==> src/inc/adc_pkg.sv <==
`default_nettype none

package adc_pkg;

   // internal bus
   localparam int unsigned ADDR_W = 16;
   localparam int unsigned BYTE_W = 8;
   localparam int unsigned RDATA_W = 16;

   localparam logic [ADDR_W-1:0] MODE_ADDR    = 16'hff8d;
   localparam logic [ADDR_W-1:0] CHAN_ADDR    = 16'hff8e;
   localparam logic [ADDR_W-1:0] WIDE_LO_ADDR = 16'hff06;
   localparam logic [ADDR_W-1:0] WIDE_HI_ADDR = 16'hff07;
   localparam logic [ADDR_W-1:0] BYTE_ADDR    = 16'hff8c;

   // mode register layout
   localparam logic [2:0] RUN_BIT    = 3'h7;
   localparam logic [2:0] CMP_BIT    = 3'h0;
   localparam int unsigned TIME_HI   = 6;
   localparam int unsigned TIME_LO   = 3;
   localparam int unsigned RANGE_HI  = 2;
   localparam int unsigned RANGE_LO  = 1;
   localparam logic [1:0] RANGE_LOW = 2'h1;

   localparam logic [BYTE_W-1:0] MODE_RESET = 8'h00;

   // channel select
   localparam int unsigned CHAN_W = 3;
   localparam logic [CHAN_W-1:0] CHAN_RESET = 3'h0;
   localparam logic [CHAN_W-1:0] CHAN_LAST  = 3'h5;

   // result
   localparam int unsigned RES_W = 10;
   localparam int unsigned PAD_W = 6;
   localparam logic [RES_W-1:0] RESULT_RESET = 10'h000;
   localparam logic [RES_W-1:0] RES_MSB      = 10'h200;

   // conversion clock divisors indexed by the conversion-time field
   localparam int unsigned DIV_W = 5;
   localparam logic [DIV_W-1:0] DIV_TABLE [0:15] = '{
      5'h0c, 5'h08, 5'h06, 5'h04, 5'h03, 5'h02, 5'h10, 5'h10,
      5'h10, 5'h10, 5'h10, 5'h10, 5'h10, 5'h10, 5'h10, 5'h10};

   // sampling length in conversion clocks: 22 or 40 clocks total less 10 bit steps
   localparam logic [DIV_W-1:0] SAMPLE_FAD_NORM = 5'h0c;
   localparam logic [DIV_W-1:0] SAMPLE_FAD_LOW  = 5'h1e;

   // comparator settle time
   localparam int unsigned CLK_PERIOD_NS = 10;
   localparam int unsigned SETTLE_NS     = 1000;
   localparam int unsigned SETTLE_CYC    = (SETTLE_NS + CLK_PERIOD_NS - 1) / CLK_PERIOD_NS;
   localparam int unsigned SETTLE_W      = 7;

   typedef enum logic [1:0] {ST_IDLE, ST_SAMPLE, ST_CONVERT} conv_state_t;

endpackage : adc_pkg

`default_nettype wire

==> src/design/approximation_step.sv <==
`default_nettype none

module approximation_step (
   input  wire logic                      mclk,
   input  wire logic                      reset,
   input  wire logic                      start,
   input  wire logic                      decide,
   input  wire logic                      comparator_high,
   output logic      [adc_pkg::RES_W-1:0] trial_code,
   output logic                           last_bit,
   output logic      [adc_pkg::RES_W-1:0] final_code
);
   import adc_pkg::*;

   logic [RES_W-1:0] sar_q;
   logic [RES_W-1:0] sar_d;
   logic [RES_W-1:0] mask_q;
   logic [RES_W-1:0] mask_d;
   logic [RES_W-1:0] kept;

   // drop the trial bit when the sampled level is below the tap
   assign kept       = comparator_high ? sar_q : (sar_q & ~mask_q);
   assign final_code = kept;
   assign last_bit   = mask_q[0];
   assign trial_code = sar_q;

   assign sar_d  = start ? RES_MSB : (decide ? (kept | (mask_q >> 1)) : sar_q);
   assign mask_d = start ? RES_MSB : (decide ? (mask_q >> 1) : mask_q);

   always_ff @(posedge mclk) begin
      if (reset) begin
         sar_q  <= RESULT_RESET;
         mask_q <= RESULT_RESET;
      end else begin
         sar_q  <= sar_d;
         mask_q <= mask_d;
      end
   end

endmodule : approximation_step

`default_nettype wire

==> src/design/sar_adc_control.sv <==
// What this block does
// - while running, convert the selected channel repeatedly at 10 bits, interrupt each end.
// - approximation register decides bits from the MSB, then transfers to the result.
// - wide view reloaded each end, result in upper ten bits, low six zero.
// - byte view reloaded each end with the upper eight result bits.
// - sample the input at conversion start, hold it until conversion finishes.
// - controller governs timing, start and stop, and raises the end interrupt.
// - mode register takes bit and byte writes; run bit7, time bits 6-3, range bits 2-1, comparator bit0.
// - any reset clears the mode register: conversion stopped, comparator off.
// - run bit 0 stops conversion, 1 enables it.
// - both off is fully powered down; comparator alone waits; run always converts.
// - comparator settles in 1 us; first result before that must be discarded.
// - mode writes insert a wait cycle; not while peripheral clock stopped.
// - result view reads insert a wait cycle; not while peripheral clock stopped.
// - wide view puts upper eight bits at high byte, low two at lower byte top.
// - three-bit channel select picks inputs 0 to 5; codes 6 and 7 prohibited.
`default_nettype none

module sar_adc_control (
   input  wire logic                         mclk,
   input  wire logic                         reset,
   input  wire logic [adc_pkg::ADDR_W-1:0]   bus_addr,
   input  wire logic                         bus_wr,
   input  wire logic                         bus_bit_wr,
   input  wire logic [2:0]                   bus_bit_sel,
   input  wire logic                         bus_bit_val,
   input  wire logic [adc_pkg::BYTE_W-1:0]   bus_wdata,
   input  wire logic                         bus_rd,
   output logic      [adc_pkg::RDATA_W-1:0]  bus_rdata,
   output logic                              bus_wait,
   input  wire logic                         comparator_high,
   output logic                              comparator_power,
   output logic                              sample_hold_sample,
   output logic      [adc_pkg::RES_W-1:0]    tap_code,
   output logic      [adc_pkg::CHAN_W-1:0]   channel_select,
   output logic                              channel_valid,
   output logic                              conversion_end_irq,
   output logic                              result_suspect
);
   import adc_pkg::*;

   conv_state_t         state_q;
   conv_state_t         state_d;
   logic [BYTE_W-1:0]   mode_q;
   logic [BYTE_W-1:0]   mode_d;
   logic [CHAN_W-1:0]   chan_q;
   logic [BYTE_W-1:0]   chan_byte;
   logic [RES_W-1:0]    result_q;
   logic [RDATA_W-1:0]  rdata_q;
   logic                wait_q;
   logic                irq_q;
   logic [DIV_W-1:0]    div_cnt_q;
   logic [DIV_W-1:0]    phase_cnt_q;
   logic [SETTLE_W-1:0] settle_cnt_q;
   logic                unsettled_q;
   logic                suspect_q;

   // ---------------- register access ----------------
   logic                mode_sel;
   logic                chan_sel;
   logic                view_sel;
   logic                any_wr;
   logic                acc_wait;
   logic                mode_take;
   logic                chan_take;
   logic                rd_take;
   logic [RDATA_W-1:0]  wide_view;
   logic [RDATA_W-1:0]  byte_view;
   logic [RDATA_W-1:0]  read_mux;

   assign mode_sel = (bus_addr == MODE_ADDR);
   assign chan_sel = (bus_addr == CHAN_ADDR);
   assign view_sel = (bus_addr == WIDE_LO_ADDR) || (bus_addr == WIDE_HI_ADDR) || (bus_addr == BYTE_ADDR);
   assign any_wr   = bus_wr || bus_bit_wr;

   // first cycle of a waited access stalls the cpu for exactly one cycle
   assign acc_wait  = (any_wr && (mode_sel || chan_sel)) || (bus_rd && view_sel);
   assign bus_wait  = acc_wait && !wait_q;
   assign mode_take = any_wr && mode_sel && !bus_wait;
   assign chan_take = any_wr && chan_sel && !bus_wait;
   assign rd_take   = bus_rd && !bus_wait;

   assign wide_view = {result_q, {PAD_W{1'b0}}};
   assign byte_view = {{(RDATA_W-BYTE_W){1'b0}}, result_q[RES_W-1 -: BYTE_W]};

   // the high byte address returns the upper eight result bits in the low lane, as the byte view address does
   assign read_mux = (bus_addr == WIDE_LO_ADDR) ? wide_view :
                     (bus_addr == WIDE_HI_ADDR) ? {{BYTE_W{1'b0}}, wide_view[RDATA_W-1 -: BYTE_W]} :
                     (bus_addr == BYTE_ADDR)    ? byte_view :
                     mode_sel                   ? {{BYTE_W{1'b0}}, mode_q} :
                     chan_sel                   ? {{(RDATA_W-CHAN_W){1'b0}}, chan_q} :
                     {RDATA_W{1'b0}};

   // single-bit manipulation changes one bit, byte write replaces all
   always_comb begin
      mode_d = mode_q;
      chan_byte = {{(BYTE_W-CHAN_W){1'b0}}, chan_q};
      if (bus_wr) begin
         mode_d    = bus_wdata;
         chan_byte = bus_wdata;
      end else begin
         mode_d[bus_bit_sel]    = bus_bit_val;
         chan_byte[bus_bit_sel] = bus_bit_val;
      end
   end

   always_ff @(posedge mclk) begin
      if (reset) begin
         mode_q  <= MODE_RESET;
         chan_q  <= CHAN_RESET;
         wait_q  <= 1'b0;
         rdata_q <= {RDATA_W{1'b0}};
      end else begin
         wait_q <= bus_wait;
         if (mode_take) begin
            mode_q <= mode_d;
         end
         if (chan_take) begin
            chan_q <= chan_byte[CHAN_W-1:0];
         end
         if (rd_take) begin
            rdata_q <= read_mux;
         end
      end
   end

   // ---------------- mode decode ----------------
   logic             run;
   logic             cmp_en;
   logic [3:0]       time_sel;
   logic [1:0]       range_sel;
   logic [DIV_W-1:0] divisor;
   logic [DIV_W-1:0] sample_len;
   logic             fad_tick;
   logic             settled;

   assign run       = mode_q[RUN_BIT];
   assign cmp_en    = mode_q[CMP_BIT];
   assign time_sel  = mode_q[TIME_HI:TIME_LO];
   assign range_sel = mode_q[RANGE_HI:RANGE_LO];

   // fields changed mid-conversion take effect at once; software stops first
   assign divisor    = DIV_TABLE[time_sel];
   assign sample_len = (range_sel == RANGE_LOW) ? SAMPLE_FAD_LOW : SAMPLE_FAD_NORM;
   assign fad_tick   = (state_q != ST_IDLE) && (div_cnt_q == divisor - 5'h01);

   // comparator draws current whenever either control bit is set
   assign comparator_power = run || cmp_en;
   assign settled          = (settle_cnt_q == SETTLE_W'(SETTLE_CYC));

   // ---------------- sequencer ----------------
   logic             sar_start;
   logic             sar_decide;
   logic             sar_last;
   logic [RES_W-1:0] sar_final;
   logic             conv_done;
   logic             restart;
   logic             enter_sample;

   // a new channel restarts sampling so no result mixes two inputs
   assign restart = run && chan_take && (state_q != ST_IDLE);

   always_comb begin
      state_d    = state_q;
      sar_start  = 1'b0;
      sar_decide = 1'b0;
      case (state_q)
         ST_IDLE: begin
            if (run) begin
               state_d = ST_SAMPLE;
            end
         end
         ST_SAMPLE: begin
            if (fad_tick && (phase_cnt_q == sample_len - 5'h01)) begin
               state_d   = ST_CONVERT;
               sar_start = 1'b1;
            end
         end
         ST_CONVERT: begin
            if (fad_tick) begin
               sar_decide = 1'b1;
               if (sar_last) begin
                  state_d = ST_SAMPLE;
               end
            end
         end
         default: begin
            state_d = ST_IDLE;
         end
      endcase
      if (!run) begin
         state_d    = ST_IDLE;
         sar_start  = 1'b0;
         sar_decide = 1'b0;
      end else if (restart) begin
         state_d    = ST_SAMPLE;
         sar_start  = 1'b0;
         sar_decide = 1'b0;
      end
   end

   assign conv_done    = sar_decide && sar_last;
   assign enter_sample = (state_d == ST_SAMPLE) && ((state_q != ST_SAMPLE) || restart);

   approximation_step u_sar (
      .mclk            (mclk),
      .reset           (reset),
      .start           (sar_start),
      .decide          (sar_decide),
      .comparator_high (comparator_high),
      .trial_code      (tap_code),
      .last_bit        (sar_last),
      .final_code      (sar_final)
   );

   always_ff @(posedge mclk) begin
      if (reset) begin
         state_q      <= ST_IDLE;
         div_cnt_q    <= {DIV_W{1'b0}};
         phase_cnt_q  <= {DIV_W{1'b0}};
         result_q     <= RESULT_RESET;
         irq_q        <= 1'b0;
         settle_cnt_q <= {SETTLE_W{1'b0}};
         unsettled_q  <= 1'b0;
         suspect_q    <= 1'b0;
      end else begin
         state_q <= state_d;
         if (fad_tick || enter_sample || (state_q == ST_IDLE)) begin
            div_cnt_q <= {DIV_W{1'b0}};
         end else begin
            div_cnt_q <= div_cnt_q + 5'h01;
         end
         if (enter_sample) begin
            phase_cnt_q <= {DIV_W{1'b0}};
         end else if (fad_tick && (state_q == ST_SAMPLE)) begin
            phase_cnt_q <= phase_cnt_q + 5'h01;
         end
         if (conv_done) begin
            result_q <= sar_final;
         end
         irq_q <= conv_done;
         if (!comparator_power) begin
            settle_cnt_q <= {SETTLE_W{1'b0}};
         end else if (!settled) begin
            settle_cnt_q <= settle_cnt_q + 7'h01;
         end
         // only the first conversion after a start is flagged as possibly taken too early
         if ((state_q == ST_IDLE) && (state_d == ST_SAMPLE)) begin
            unsettled_q <= !settled;
         end else if (conv_done) begin
            unsettled_q <= 1'b0;
         end
         if (conv_done) begin
            suspect_q <= unsettled_q;
         end
      end
   end

   assign sample_hold_sample = (state_q == ST_SAMPLE);
   assign channel_select     = chan_q;
   assign channel_valid      = (chan_q <= CHAN_LAST);
   assign conversion_end_irq = irq_q;
   assign result_suspect     = suspect_q;
   assign bus_rdata          = rdata_q;

   // ---------------- checks ----------------
   logic [3:0] decide_cnt_q;

   always_ff @(posedge mclk) begin
      if (reset || sar_start) begin
         decide_cnt_q <= 4'h0;
      end else if (sar_decide) begin
         decide_cnt_q <= decide_cnt_q + 4'h1;
      end
   end

   a_reset_clears_mode: assert property (
      @(posedge mclk) reset |=> (mode_q == MODE_RESET) && (state_q == ST_IDLE) && !comparator_power)
      else $error("mode register not cleared by reset");

   a_stop_goes_idle: assert property (
      @(posedge mclk) disable iff (reset) !run |=> (state_q == ST_IDLE) && !conversion_end_irq)
      else $error("conversion continued with run bit low");

   a_irq_each_end: assert property (
      @(posedge mclk) disable iff (reset) conv_done |=> conversion_end_irq ##1 !conversion_end_irq)
      else $error("end interrupt not a single pulse after conversion");

   a_ten_decisions: assert property (
      @(posedge mclk) disable iff (reset) conv_done |-> (decide_cnt_q == 4'h9))
      else $error("conversion did not resolve ten bits");

   a_wide_view_load: assert property (
      @(posedge mclk) disable iff (reset) conv_done |=> (wide_view == {$past(sar_final), 6'h00}))
      else $error("wide view not loaded with result");

   a_byte_view_load: assert property (
      @(posedge mclk) disable iff (reset) conv_done |=> (byte_view[7:0] == $past(sar_final[9:2])))
      else $error("byte view not loaded with upper bits");

   a_hold_while_convert: assert property (
      @(posedge mclk) disable iff (reset)
      $rose(state_q == ST_CONVERT) |-> $past(sample_hold_sample) && !sample_hold_sample)
      else $error("conversion began without a sample phase");

   a_power_down: assert property (
      @(posedge mclk) disable iff (reset) (!run && !cmp_en) |-> !comparator_power ##1 (state_q == ST_IDLE))
      else $error("converter not fully stopped");

   a_settle_wait: assert property (
      @(posedge mclk) disable iff (reset) $rose(comparator_power) |=> !settled [*8])
      else $error("comparator reported settled too early");

   a_mode_write_wait: assert property (
      @(posedge mclk) disable iff (reset)
      (bus_wr && mode_sel && !wait_q) |-> bus_wait ##1 (!(bus_wr && mode_sel) || !bus_wait))
      else $error("mode write not stalled exactly one cycle");

   a_view_read_wait: assert property (
      @(posedge mclk) disable iff (reset) (bus_rd && view_sel && !wait_q) |-> bus_wait)
      else $error("result read not stalled");

   a_channel_range: assert property (
      @(posedge mclk) disable iff (reset) channel_valid |-> (channel_select <= 3'h5))
      else $error("prohibited channel reported valid");

   a_divider_period: assert property (
      @(posedge mclk) disable iff (reset) fad_tick |=> !fad_tick)
      else $error("conversion clock faster than half the peripheral clock");

endmodule : sar_adc_control

`default_nettype wire

==> config.mk <==
export PLATFORM = sky130hd
export DESIGN_NAME = sar_adc_control
export DESIGN_NICKNAME = d
export VERILOG_FILES = /design/src/inc/adc_pkg.sv /design/src/design/approximation_step.sv /design/src/design/sar_adc_control.sv
export SDC_FILE = /design/constraint.sdc
export NUM_CORES = 1
export LEC_CHECK = 0
export ABC_AREA = 1
export ABC_CLOCK_PERIOD_IN_PS = 2600
export BUFFER_PORTS_ARGS = -buffer_cell sky130_fd_sc_hd__buf_4
export CAP_MARGIN = 10
export CORE_AREA = 2 2 114 72
export CTS_BUF_LIST = sky130_fd_sc_hd__clkbuf_8
export CTS_CLUSTER_SIZE = 10
export DETAILED_ROUTE_END_ITERATION = 6
export DIE_AREA = 0 0 116 74
export GPL_ROUTABILITY_DRIVEN = 0
export PLACE_DENSITY = 0.81
export SLEW_MARGIN = 20
export SYNTH_ARGS = -nofsm -noshare
export SYNTH_HDL_FRONTEND = slang
export SYNTH_SLANG_ARGS = --single-unit
==> constraint.sdc <==
create_clock -name mclk -period 2.6 [get_ports mclk]
set_clock_uncertainty 0.2 [all_clocks]
set_input_delay 0.26 -clock mclk [delete_from_list [all_inputs] [get_ports mclk]]
set_output_delay 0.26 -clock mclk [all_outputs]
set_load 0.1 [all_outputs]
==> Word-level counts from Yosys, hierarchy flattened <==
Memory sizes are Yosys's and may differ from the RTL's.
Index checks and enable logic that the tools add are counted.
Widths: inputs -> output; s select.
{ "totals": {"reg_bits": 80, "latch_bits": 0, "mem_bits_rw": 0, "rom_bits": 80, "inputBits": 34, "out_inout_bits": 35, "word_cells": 116, "n_memories": 1} }
{ "memory_table": {"columns": ["name", "words", "width", "read_ports", "rd_clocked_by_memory_dff", "wr", "line", "rtl"], "rows": [
  ["(name not given)", 16, 5, 1, 0, 0, "sar_adc_control.sv:143", "assign divisor = DIV_TABLE[time_sel];"]
]} }
{ "classes": {"n_addsub": 5, "mul": 0, "div_mod_pow": 0, "order_cmp": 4, "n_eq_ne": 13, "shift": 0, "n_mux": 35, "bitwise_logic": 5, "n_reduce_logical": 37} }
{ "op_table": {"columns": ["operator", "count"], "rows": [
  ["$eq 16x16->1 const B", 5],
  ["$mux 10", 5],
  ["$mux 8", 4],
  ["$logic_and 1x1->1", 17],
  ["$bwmux 8", 2],
  ["$mux 16", 1],
  ["$mux 5", 3],
  ["$mux 1", 11],
  ["$add 5x1->5 const B", 2],
  ["$and 10x10->10", 1],
  ["$eq 5x5->1", 2],
  ["$mux 2", 5],
  ["$not 10->10", 1],
  ["$or 10x9->10", 1],
  ["$sub 5x1->5 const B", 2],
  ["$logic_or 1x1->1", 9],
  ["$reduce_or 2->1", 4],
  ["$add 7x1->7 const B", 1],
  ["$eq 7x7->1 const B", 1],
  ["$eq 2x1->1 const B", 3],
  ["$mux 3", 2],
  ["$pmux 2 s3", 1],
  ["$reduce_bool 2->1", 3],
  ["$ge 5x5->1 const B", 1],
  ["other kinds (10)", 12]
]} }

==> Depth between registers and ports, before layout <==
Gate-level depths: netlist of run 1.
{ "depth": {"word_depth": 17, "depth_mapped": 21, "depth_no_buf": 21} }

==> By module <==
A second synthesis of run 1 with hierarchy kept.
{ "unflattened": {"cells_unflattened": 642, "area_unflattened_um2": 4181.5} }
{ "modules_own_cells": {"columns": ["mod", "n_inst", "cells_per_inst", "area_each_um2", "seq_area_each_um2"], "rows": [
  ["sar_adc_control", 1, 526, 3360.7, 1201.2],
  ["approximation_step", 1, 116, 820.8, 400.4]
]} }

==> Worst setup path after synthesis of run 1 <==
OpenSTA, ideal clock, no wires.
{ "synth_path": {"path_kind": "reg2reg", "from": "register state_q[0]", "to": "register phase_cnt_q[4]", "setup_time_ns": 0.117, "t_arrival_ns": 2.498, "t_required_ns": 2.283, "setup_slack_ns": -0.216, "path_stages_with_launch": 10, "path_buffers": 0, "period_less_slack_ns": 2.816, "path_cell_list": "dfxtp_1 > inv_1 > nor2_1 > nand3_1 > nor2_1 > nand2_1 > nand2_1 > nand2_1 > inv_1 > nor2_1"} }
{ "synth_between": {"elab_cells_between_ends": 19, "cone_classes": "eq/ne: 4; mux: 6; reduce/logical: 9"} }
{ "synth_rtl": {"columns": ["element", "line", "rtl"], "rows": [
  ["from (decl)", "sar_adc_control.sv:42", "conv_state_t state_q;"],
  ["from (signal assigned)", "sar_adc_control.sv:227", "state_q <= state_d;"],
  ["$eq 2x1->1 *", null, null],
  ["net sample_hold_sample", "sar_adc_control.sv:33", "output logic sample_hold_sample,"],
  ["$pmux 2 s3", "sar_adc_control.sv:167", "case (state_q)"],
  ["$mux 2", "sar_adc_control.sv:195", "end else if (restart) begin"],
  ["$mux 2", "sar_adc_control.sv:191", "if (!run) begin"],
  ["$eq 2x1->1", "sar_adc_control.sv:203", "assign enter_sample = (state_d == ST_SAMPLE) && ((state_q != ST_SAMPLE) || restart);"],
  ["$logic_and 1x1->1", "sar_adc_control.sv:203", null],
  ["$reduce_or 2->1 (no line)", null, null],
  ["to (signal assigned)", "sar_adc_control.sv:220", "phase_cnt_q <= {DIV_W{1'b0}};"],
  ["to (signal assigned)", "sar_adc_control.sv:234", "phase_cnt_q <= {DIV_W{1'b0}};"],
  ["to (signal assigned)", "sar_adc_control.sv:236", "phase_cnt_q <= phase_cnt_q + 5'h01;"],
  ["to (decl)", "sar_adc_control.sv:53", "logic [DIV_W-1:0] phase_cnt_q;"]
]} }
Mark *: on every way through the listed nets, which the timed path passes. The rest lies on a longest branch.
A chain may end at the register's enable or synchronous reset.

==> Worst setup path after layout of run 1 <==
{ "layout_path": {"from": "register mode_q[4]", "to": "register result_q[2]"} }
{ "layout_between": {"elab_chain_len": 12} }
{ "layout_rtl": {"columns": ["element", "line", "rtl"], "rows": [
  ["from (decl)", "sar_adc_control.sv:44", "logic [BYTE_W-1:0] mode_q;"],
  ["from (signal assigned)", "sar_adc_control.sv:116", "mode_q <= mode_d;"],
  ["$not 4->5 (implied by the code)", "sar_adc_control.sv:143", null],
  ["$mem_v2 16x5", null, null],
  ["$mux 5 (implied by the code) (2 in series)", "sar_adc_control.sv:143", null],
  ["$sub 5x1->5", "sar_adc_control.sv:145", "assign fad_tick = (state_q != ST_IDLE) && (div_cnt_q == divisor - 5'h01);"],
  ["$eq 5x5->1", "sar_adc_control.sv:145", null],
  ["$logic_and 1x1->1", "sar_adc_control.sv:145", null],
  ["$mux 1", "sar_adc_control.sv:180", "if (fad_tick) begin"],
  ["$mux 1", "sar_adc_control.sv:167", null],
  ["$mux 1", "sar_adc_control.sv:195", null],
  ["$mux 1", "sar_adc_control.sv:191", null],
  ["$logic_and 1x1->1", "sar_adc_control.sv:202", "assign conv_done = sar_decide && sar_last;"],
  ["to (signal assigned)", "sar_adc_control.sv:239", "result_q <= sar_final;"],
  ["to (decl)", "sar_adc_control.sv:48", "logic [RES_W-1:0] result_q;"]
]} }
Every way passes these cells. The select of a mux whose other input is x is not followed.

==> out/results.ini, run 1 <==
[sta]
slew_violations=0
totalNegativeSetupSlack_ns=0
worstMarginPinSlew_ns=0.552
layout_worst_path_cycle_share_pct=96.2
worst_slew_margin_rel_pct=62.8
maxClockFrequency_mhz=400
hold_ws_ns=0.0798
fin_crit_ns=2.50
final-setup-viol-count=0
hold_violations=0

[yosys]
top_cell_type_by_total_area_after_synthesis=sky130_fd_sc_hd__dfxtp_1
synth_cells=593
ys.flop_type=sky130_fd_sc_hd__dfxtp_1
syn-cell-area_mm2=0.00431
mappedNetlistNets=632
synthDominantCellAreaShare_pct=37.1
total_of_flip_flops_plus_latches_after_synthesis=80
synth_sequential_area_ratio_pct=37.1
postSynthAreaPerCell_um2=7.28
synth_top_cells_by_area=sky130_fd_sc_hd__dfxtp_1 37%, sky130_fd_sc_hd__nand2_1 8.7%, sky130_fd_sc_hd__nor2_1 6.4%
yosysWarnings=0
number_of_enable_flip_flop_cells_after_synthesis=0
netlist-cell-type-count=49
async_flop_share_pct=0

[finish]
nNetsFinal=703
final_core_util_pct=68.9
area_growth_syn_to_layout_pct=21.0
post_route_cells_drive_above_1_share_pct=25.6
antenna-diode-count=0
final_area_mm2=0.00522

[flow_run]
timing.max_cap.violations=0

[detailed_routing]
routed-via-count=4160
top_layer=met4
detailedRoute.firstIterationViolations=431
post_drt_wl_per_cell_um=14.1
number_of_drc_violations_after_detailed_routing=0
met1Wirelength_mm=5.09
met2WireLength_mm=4.79
routed-wl-met3_um=791
antenna_left=0
drt-vias-per-instance=5.36
drt_pre_antenna_iters=6
drt_wl_total_mm=10.9

[pwr]
ir_worst_vdd_mv=0.323
leakage_nw=2.19
combPwrFrac_pct=9.2
p_switching_uw=633
sequentialPowerShare_pct=54.2
clock_power_share_pct=36.7
totalPowerFinal_mw=2.28
p_int_mw=1.64
switching_power_as_a_share_of_total_power_pct=27.8
total_power_density_per_cell_area_mw_per_mm2=436

[clocking]
root_buf_cell=sky130_fd_sc_hd__clkbuf_8
cts_num_sinks=80
cts_inserted_buffers=9
cts_htree_levels=3
cts.reportedPaths.clkPinSlew_ns=0.08
tritoncts_clock_tree=yes
clock_path_buffers=2
worstSkewPairLatency_ns=0.38

[critical_path]
timing.critical_path.arrival_ns=2.57
path_common_cell=sky130_fd_sc_hd__nor2_4
timing.critical_path.from_type=register
crit_chain=inv_4 > o21ai_2 > nand2_2 > ha_4 > inv_2 > nand2_1 > nand2_2 > inv_1 > nand2_1 > nand3_2 > nor2_4 > nand2_4 > nor2_4 > nand2_4 > nor2_4 > a21oi_2 > o21a_1
cp_slowest_cell=sky130_fd_sc_hd__dfxtp_4
crit_path_max_fanout=5
cp_data_required_time_ns=2.67
critical-path-top-delay-family=simple AND/OR/NAND/NOR gates
max_stage_delay_ns=0.40
slack_of_the_worst_reg_to_reg_path_ns=0.1
end_kind=register
timing_worst_setup_path_type=register to register
worst-path-buf-inv=3

[global_routing]
maximum_number_of_pins_on_one_net_before_global_route_repair=29
groute.usage.overall_pct=25.8
grt_first_pass_wirelength_mm=17.3
globalRouteOverflowTotal=0
grt_antenna_before_repair=0
vias_in_the_first_global_route=3767

[floorplanning]
initial_core_util_pct=57.0
coreArea_mm2=0.00757
std_cell_rows=25
design.portCount=69
dieHeight_um=74
fp.dieW_um=116
fp.dieArea_mm2=0.00858

[placement]
placement.cell_area_mm2=0.00490
numPortBuffers=68
dp.final_hpwl_mm=7.81

[outcome]
outcome=completed

[hold_path]
min-delay-path-class=input port to register

path summary, 6_finish.rpt:
kind | depth (start not counted) | startpoint | endpoint
setup reg to reg | 17 | mode_q[4]$_SDFFE_PP0P_ | result_q[2]$_SDFFE_PP0P_
hold reg to reg | 1 | div_cnt_q[0]$_SDFF_PP0_ | div_cnt_q[0]$_SDFF_PP0_
hold / removal | 2 | reset | wait_q$_SDFF_PP0_
setup / recovery | 17 | mode_q[4]$_SDFFE_PP0P_ | result_q[2]$_SDFFE_PP0P_
metrics by stage:
stage                     setup slack, ns  instances
after detailed placement          -0.0646        755
after CTS                          0.0180        771
after floorplan                     0.271        593
after global routing              -0.0894        776
final                              0.0981        776
after global placement             0.0870        755
metal layers:
metal | up-vias | global-route usage (%)
li1 | 2090 | -
met1 | 1901 | 35.3
met2 | 139 | 39.7
met3 | 30 | 6.36
met4 | 0 | 10.1
met5 | - | 0
cell usage after synthesis, types with 4 or more instances:
cell and count:
sky130_fd_sc_hd__nor2_1 74, sky130_fd_sc_hd__a22oi_1 6, sky130_fd_sc_hd__o21a_1 12, sky130_fd_sc_hd__inv_2 8
sky130_fd_sc_hd__a21boi_1 7, sky130_fd_sc_hd__nor2_4 4, sky130_fd_sc_hd__nand3_1 43, sky130_fd_sc_hd__ha_1 5
sky130_fd_sc_hd__inv_1 66, sky130_fd_sc_hd__a211oi_1 9, sky130_fd_sc_hd__nor2_2 5, sky130_fd_sc_hd__nand2_2 7
sky130_fd_sc_hd__buf_2 8, sky130_fd_sc_hd__a21oi_2 14, sky130_fd_sc_hd__xor2_1 7, sky130_fd_sc_hd__nand2_1 100
sky130_fd_sc_hd__or2_2 5, sky130_fd_sc_hd__a21oi_1 26, sky130_fd_sc_hd__dfxtp_1 80, sky130_fd_sc_hd__nor3_1 15
sky130_fd_sc_hd__clkbuf_1 5, sky130_fd_sc_hd__o21ai_0 37
power by group through the flow:
stage | Combinational [mW] | Clock, mW | Sequential (mW)
floorplan | 0.0879 | 0 | 1.31
global placement | 0.203 | 0 | 1.26
detailed placement | 0.207 | 0 | 1.26
CTS | 0.208 | 0.850 | 1.23
global route | 0.225 | 0.912 | 1.23
finish | 0.209 | 0.834 | 1.23
worst reg2reg max path: cells and delay by family, from the launching register on:
family,cells,cell delay [ns]
simple gates,10,1.12
flops,1,0.40
compound gates,3,0.33
fa+ha+maj,1,0.18
buf+inv,3,0.15
timing repair:
item | CTS | global route
endpoints found under the hold margin | 0 | 0
buffers inserted | 0 | 4
hold buffers | 0 | 0
gates resized for setup | 4 | 25
pin swaps | 1 | 8
setup endpoints to repair | 29 | 42
gates cloned | 1 | 1
area by class of cell:
type                       instances  area (um^2)
timing repair buffer              78          611
clock inverter                     6         45.0
sequential                        80         1610
clock buffer                       9          124
multi-input combinational        419         2390
tap                              108          135
fill                             630         2350
inverter                          76          300
cell families (layout without fill, tap and decap cells):
kind of cell / Yosys count / in the layout / synth area share, %
and+or+nand+nor: 273 / 275 / 30.5
AOI/OAI and AO/OA: 129 / 129 / 19.3
buffers and inverters: 96 / 169 / 9.54
DFF: 80 / 80 / 37.1
xor gates and xnor gates: 10 / 10 / 2.03
adders and majority gates: 5 / 5 / 1.45
cell usage in the layout (no fill, tap or decap), types with 9 or more instances in the layout:
cell                       instances
sky130_fd_sc_hd__a211oi_1          9
sky130_fd_sc_hd__a21oi_1          26
sky130_fd_sc_hd__a21oi_2          14
sky130_fd_sc_hd__buf_4            76
sky130_fd_sc_hd__clkbuf_8          9
sky130_fd_sc_hd__dfxtp_1          77
sky130_fd_sc_hd__inv_1            65
sky130_fd_sc_hd__nand2_1          95
sky130_fd_sc_hd__nand2_2           9
sky130_fd_sc_hd__nand3_1          42
sky130_fd_sc_hd__nor2_1           72
sky130_fd_sc_hd__nor3_1           15
sky130_fd_sc_hd__o21a_1           12
sky130_fd_sc_hd__o21ai_0          36
sequential cells by signal, summed over array words and instances (netlist names), 2 cells and up:
name              count
channel_select        3
state_q               2
bus_rdata            16
u_sar.mask_q         10
phase_cnt_q           5
mode_q                8
u_sar.trial_code     10
div_cnt_q             5
settle_cnt_q          7
result_q             10
(Power assumes the default switching activity.)
==> run 2, diff against run 1 <==
==> constraint.sdc (replaced) <==
create_clock -name mclk -period 2.6 [get_ports mclk]
set_clock_uncertainty 0.2 [all_clocks]
set_input_delay 0.13 -clock mclk [delete_from_list [all_inputs] [get_ports mclk]]
set_output_delay 0.13 -clock mclk [all_outputs]
set_load 0.1 [all_outputs]
==> run 2 against run 1 <==
Against the previous run: highest routed layer unchanged; register-to-register slack about the same; combinational power grew 8%; largest cell class unchanged; via count increased by 1.9%; fmax fell by 0.22%; first-iteration DRC count increased by 1.2%; flip-flop and latch count unchanged; cell count increased by 1.5%; worst setup slack worse by 0.0054 ns; clock-buffer cell count unchanged.
==> out/results.ini, run 2 (synthesis gave the netlist of run 1 again) <==
[outcome]
outcome=completed

[global_routing]
globalRouteMet2Util_pct=41.4
grt_antenna_before_repair=0
use_met3_pct=6.36
groute.usage.overall_pct=26.6
maximum_number_of_pins_on_one_net_before_global_route_repair=29
globalRouteMet1Util_pct=36.0
vias_in_the_first_global_route=3861
globalRouteOverflowTotal=0
grt_first_pass_wirelength_mm=17.8
gr-max-usage-layer=met2

[pwr]
leakage_nw=2.24
ir_worst_vdd_mv=0.324
total_power_density_per_cell_area_mw_per_mm2=429

[clocking]
tritoncts_clock_tree=yes
worstSkewPairLatency_ns=0.37
cts.reportedPaths.clkPinSlew_ns=0.09
cts_inserted_buffers=9
cts_num_sinks=80
clock_path_buffers=2
cts_htree_levels=3
root_buf_cell=sky130_fd_sc_hd__clkbuf_8

[flow_run]
timing.max_cap.violations=0

[detailed_routing]
routed-via-count=4239
drt-vias-per-instance=5.38
drt_wl_total_mm=11.2
antenna_left=0
number_of_drc_violations_after_detailed_routing=0
drt_pre_antenna_iters=5
post_drt_wl_per_cell_um=14.3
detailedRoute.firstIterationViolations=436

[floorplanning]
fp.dieW_um=116
std_cell_rows=25
coreArea_mm2=0.00757
design.portCount=69
fp.dieArea_mm2=0.00858
dieHeight_um=74
initial_core_util_pct=57.0

[placement]
dp.final_hpwl_mm=7.81
placed_cells=755
numPortBuffers=68

[critical_path]
rr_worst_depth=17
cp_data_required_time_ns=2.67
slack_of_the_worst_reg_to_reg_path_ns=0.09
timing.critical_path.arrival_ns=2.58
end_kind=register
r2r-start=mode_q[4]$_SDFFE_PP0P_
cp_slowest_cell=sky130_fd_sc_hd__dfxtp_4
max_stage_delay_ns=0.40
crit_chain=inv_4 > o21ai_2 > nand2_2 > ha_4 > inv_2 > nand2_1 > nand2_2 > inv_1 > nand2_1 > nand3_2 > nor2_4 > nand2_4 > nor2_4 > nand2_4 > nor2_4 > a21oi_2 > o21a_1
path_common_cell=sky130_fd_sc_hd__nor2_4
timing_worst_setup_path_type=register to register
crit_path_max_fanout=5
timing.critical_path.from_type=register
r2r-end=result_q[2]$_SDFFE_PP0P_

[finish]
fill_cells=617
fin_cells=788
final_core_util_pct=70.5
nNetsFinal=715
total_area_of_multi_input_combinational_cells_mm2=0.00239
seq_area_mm2=0.00161
post_route_cells_drive_above_1_share_pct=25.1
layout.cells.most_common_list=95 x sky130_fd_sc_hd__nand2_1, 77 x sky130_fd_sc_hd__dfxtp_1, 76 x sky130_fd_sc_hd__buf_4
flip_flop_count_of_the_largest_register_after_layout=16
area_growth_syn_to_layout_pct=23.8
antenna-diode-count=0
most_common_library_cell_in_the_layout_ignoring_fill_and_taps=sky130_fd_sc_hd__nand2_1

[hold_path]
min_delay_worst_endpoint=channel_select[2]$_SDFFE_PP0P_
holdCritStartpoint=bus_bit_sel[2]
min_delay_path_depth=6
min-delay-path-class=input port to register

[sta]
worst_slew_margin_rel_pct=64.7
slew_violations=0
final-setup-viol-count=0
hold_ws_ns=0.0183
maxClockFrequency_mhz=399
hold_violations=0
worstMarginPinSlew_ns=0.524
fin_crit_ns=2.51
layout_worst_path_cycle_share_pct=96.4

## run 2: what timing repair did
| item | in CTS | in global routing |
|---|---|---|
| gates resized for setup | 4 | 25 |
| endpoints found under the hold margin | 14 | 0 |
| buffers inserted | 0 | 4 |
| pin swaps | 1 | 8 |
| setup endpoints to repair | 29 | 42 |
| hold buffers | 12 | 0 |
| cloned | 1 | 1 |
## run 2: report_power, final
group          leakage, nW  switching, mW  internal [mW]
Combinational         1.51          0.145         0.0798
Clock               0.0781          0.490          0.346
Sequential           0.648        0.00386           1.23
## run 2: layout make-up
type                            count  share of cell area, %
Inverter                           76                   5.62
Sequential cell                    80                   30.2
Tap cell                          108                   2.53
Timing Repair Buffer               90                   13.7
Clock buffer                        9                   2.32
Clock inverter                      6                  0.844
Multi-Input combinational cell    419                   44.8
## run 2: critical path, delay by kind of cell, from the launching register on
kind	cells	cell delay, ns
flops	1	0.40
simple gates	10	1.12
fa+ha+maj	1	0.18
buf+inv	3	0.15
compound gates	3	0.33
## run 2: per-stage QoR
step	setup TNS, ns	total power, mW	cell area, um^2	setup slack, ns
2_1_floorplan	0	1.40	4320	0.271
4_1_cts	0	2.31	5200	0.0180
6_report	0	2.29	5340	0.0927
5_1_grt	-0.771	2.39	5340	-0.0870
3_5_place_dp	-1.03	1.47	4900	-0.0646
3_3_place_gp	0	1.47	4900	0.0870
## run 2: how the worst max path moves through the flow
stage / slack [ns] / depth (start not counted) / from / to
detailed placement: -0.06 / 17 / mode_q[4]$_SDFFE_PP0P_ / result_q[7]$_SDFFE_PP0P_
CTS: 0.02 / 17 / mode_q[4]$_SDFFE_PP0P_ / u_sar.trial_code[0]$_SDFFE_PP0P_
floorplan: 0.27 / 20 / mode_q[6]$_SDFFE_PP0P_ / u_sar.trial_code[0]$_SDFFE_PP0P_
global placement: 0.09 / 18 / mode_q[6]$_SDFFE_PP0P_ / u_sar.mask_q[7]$_SDFFE_PP0P_
finish: 0.09 / 17 / mode_q[4]$_SDFFE_PP0P_ / result_q[2]$_SDFFE_PP0P_
global route: -0.09 / 18 / mode_q[4]$_SDFFE_PP0P_ / unsettled_q$_SDFFE_PP0P_
## run 2: layer usage
| metal | up-vias | part of all wire (%) |
|---|---|---|
| met4 | 0 | 2.6 |
| met5 | - | 0 |
| met2 | 132 | 45 |
| met1 | 1957 | 47 |
| met3 | 33 | 6.1 |
| li1 | 2117 | - |
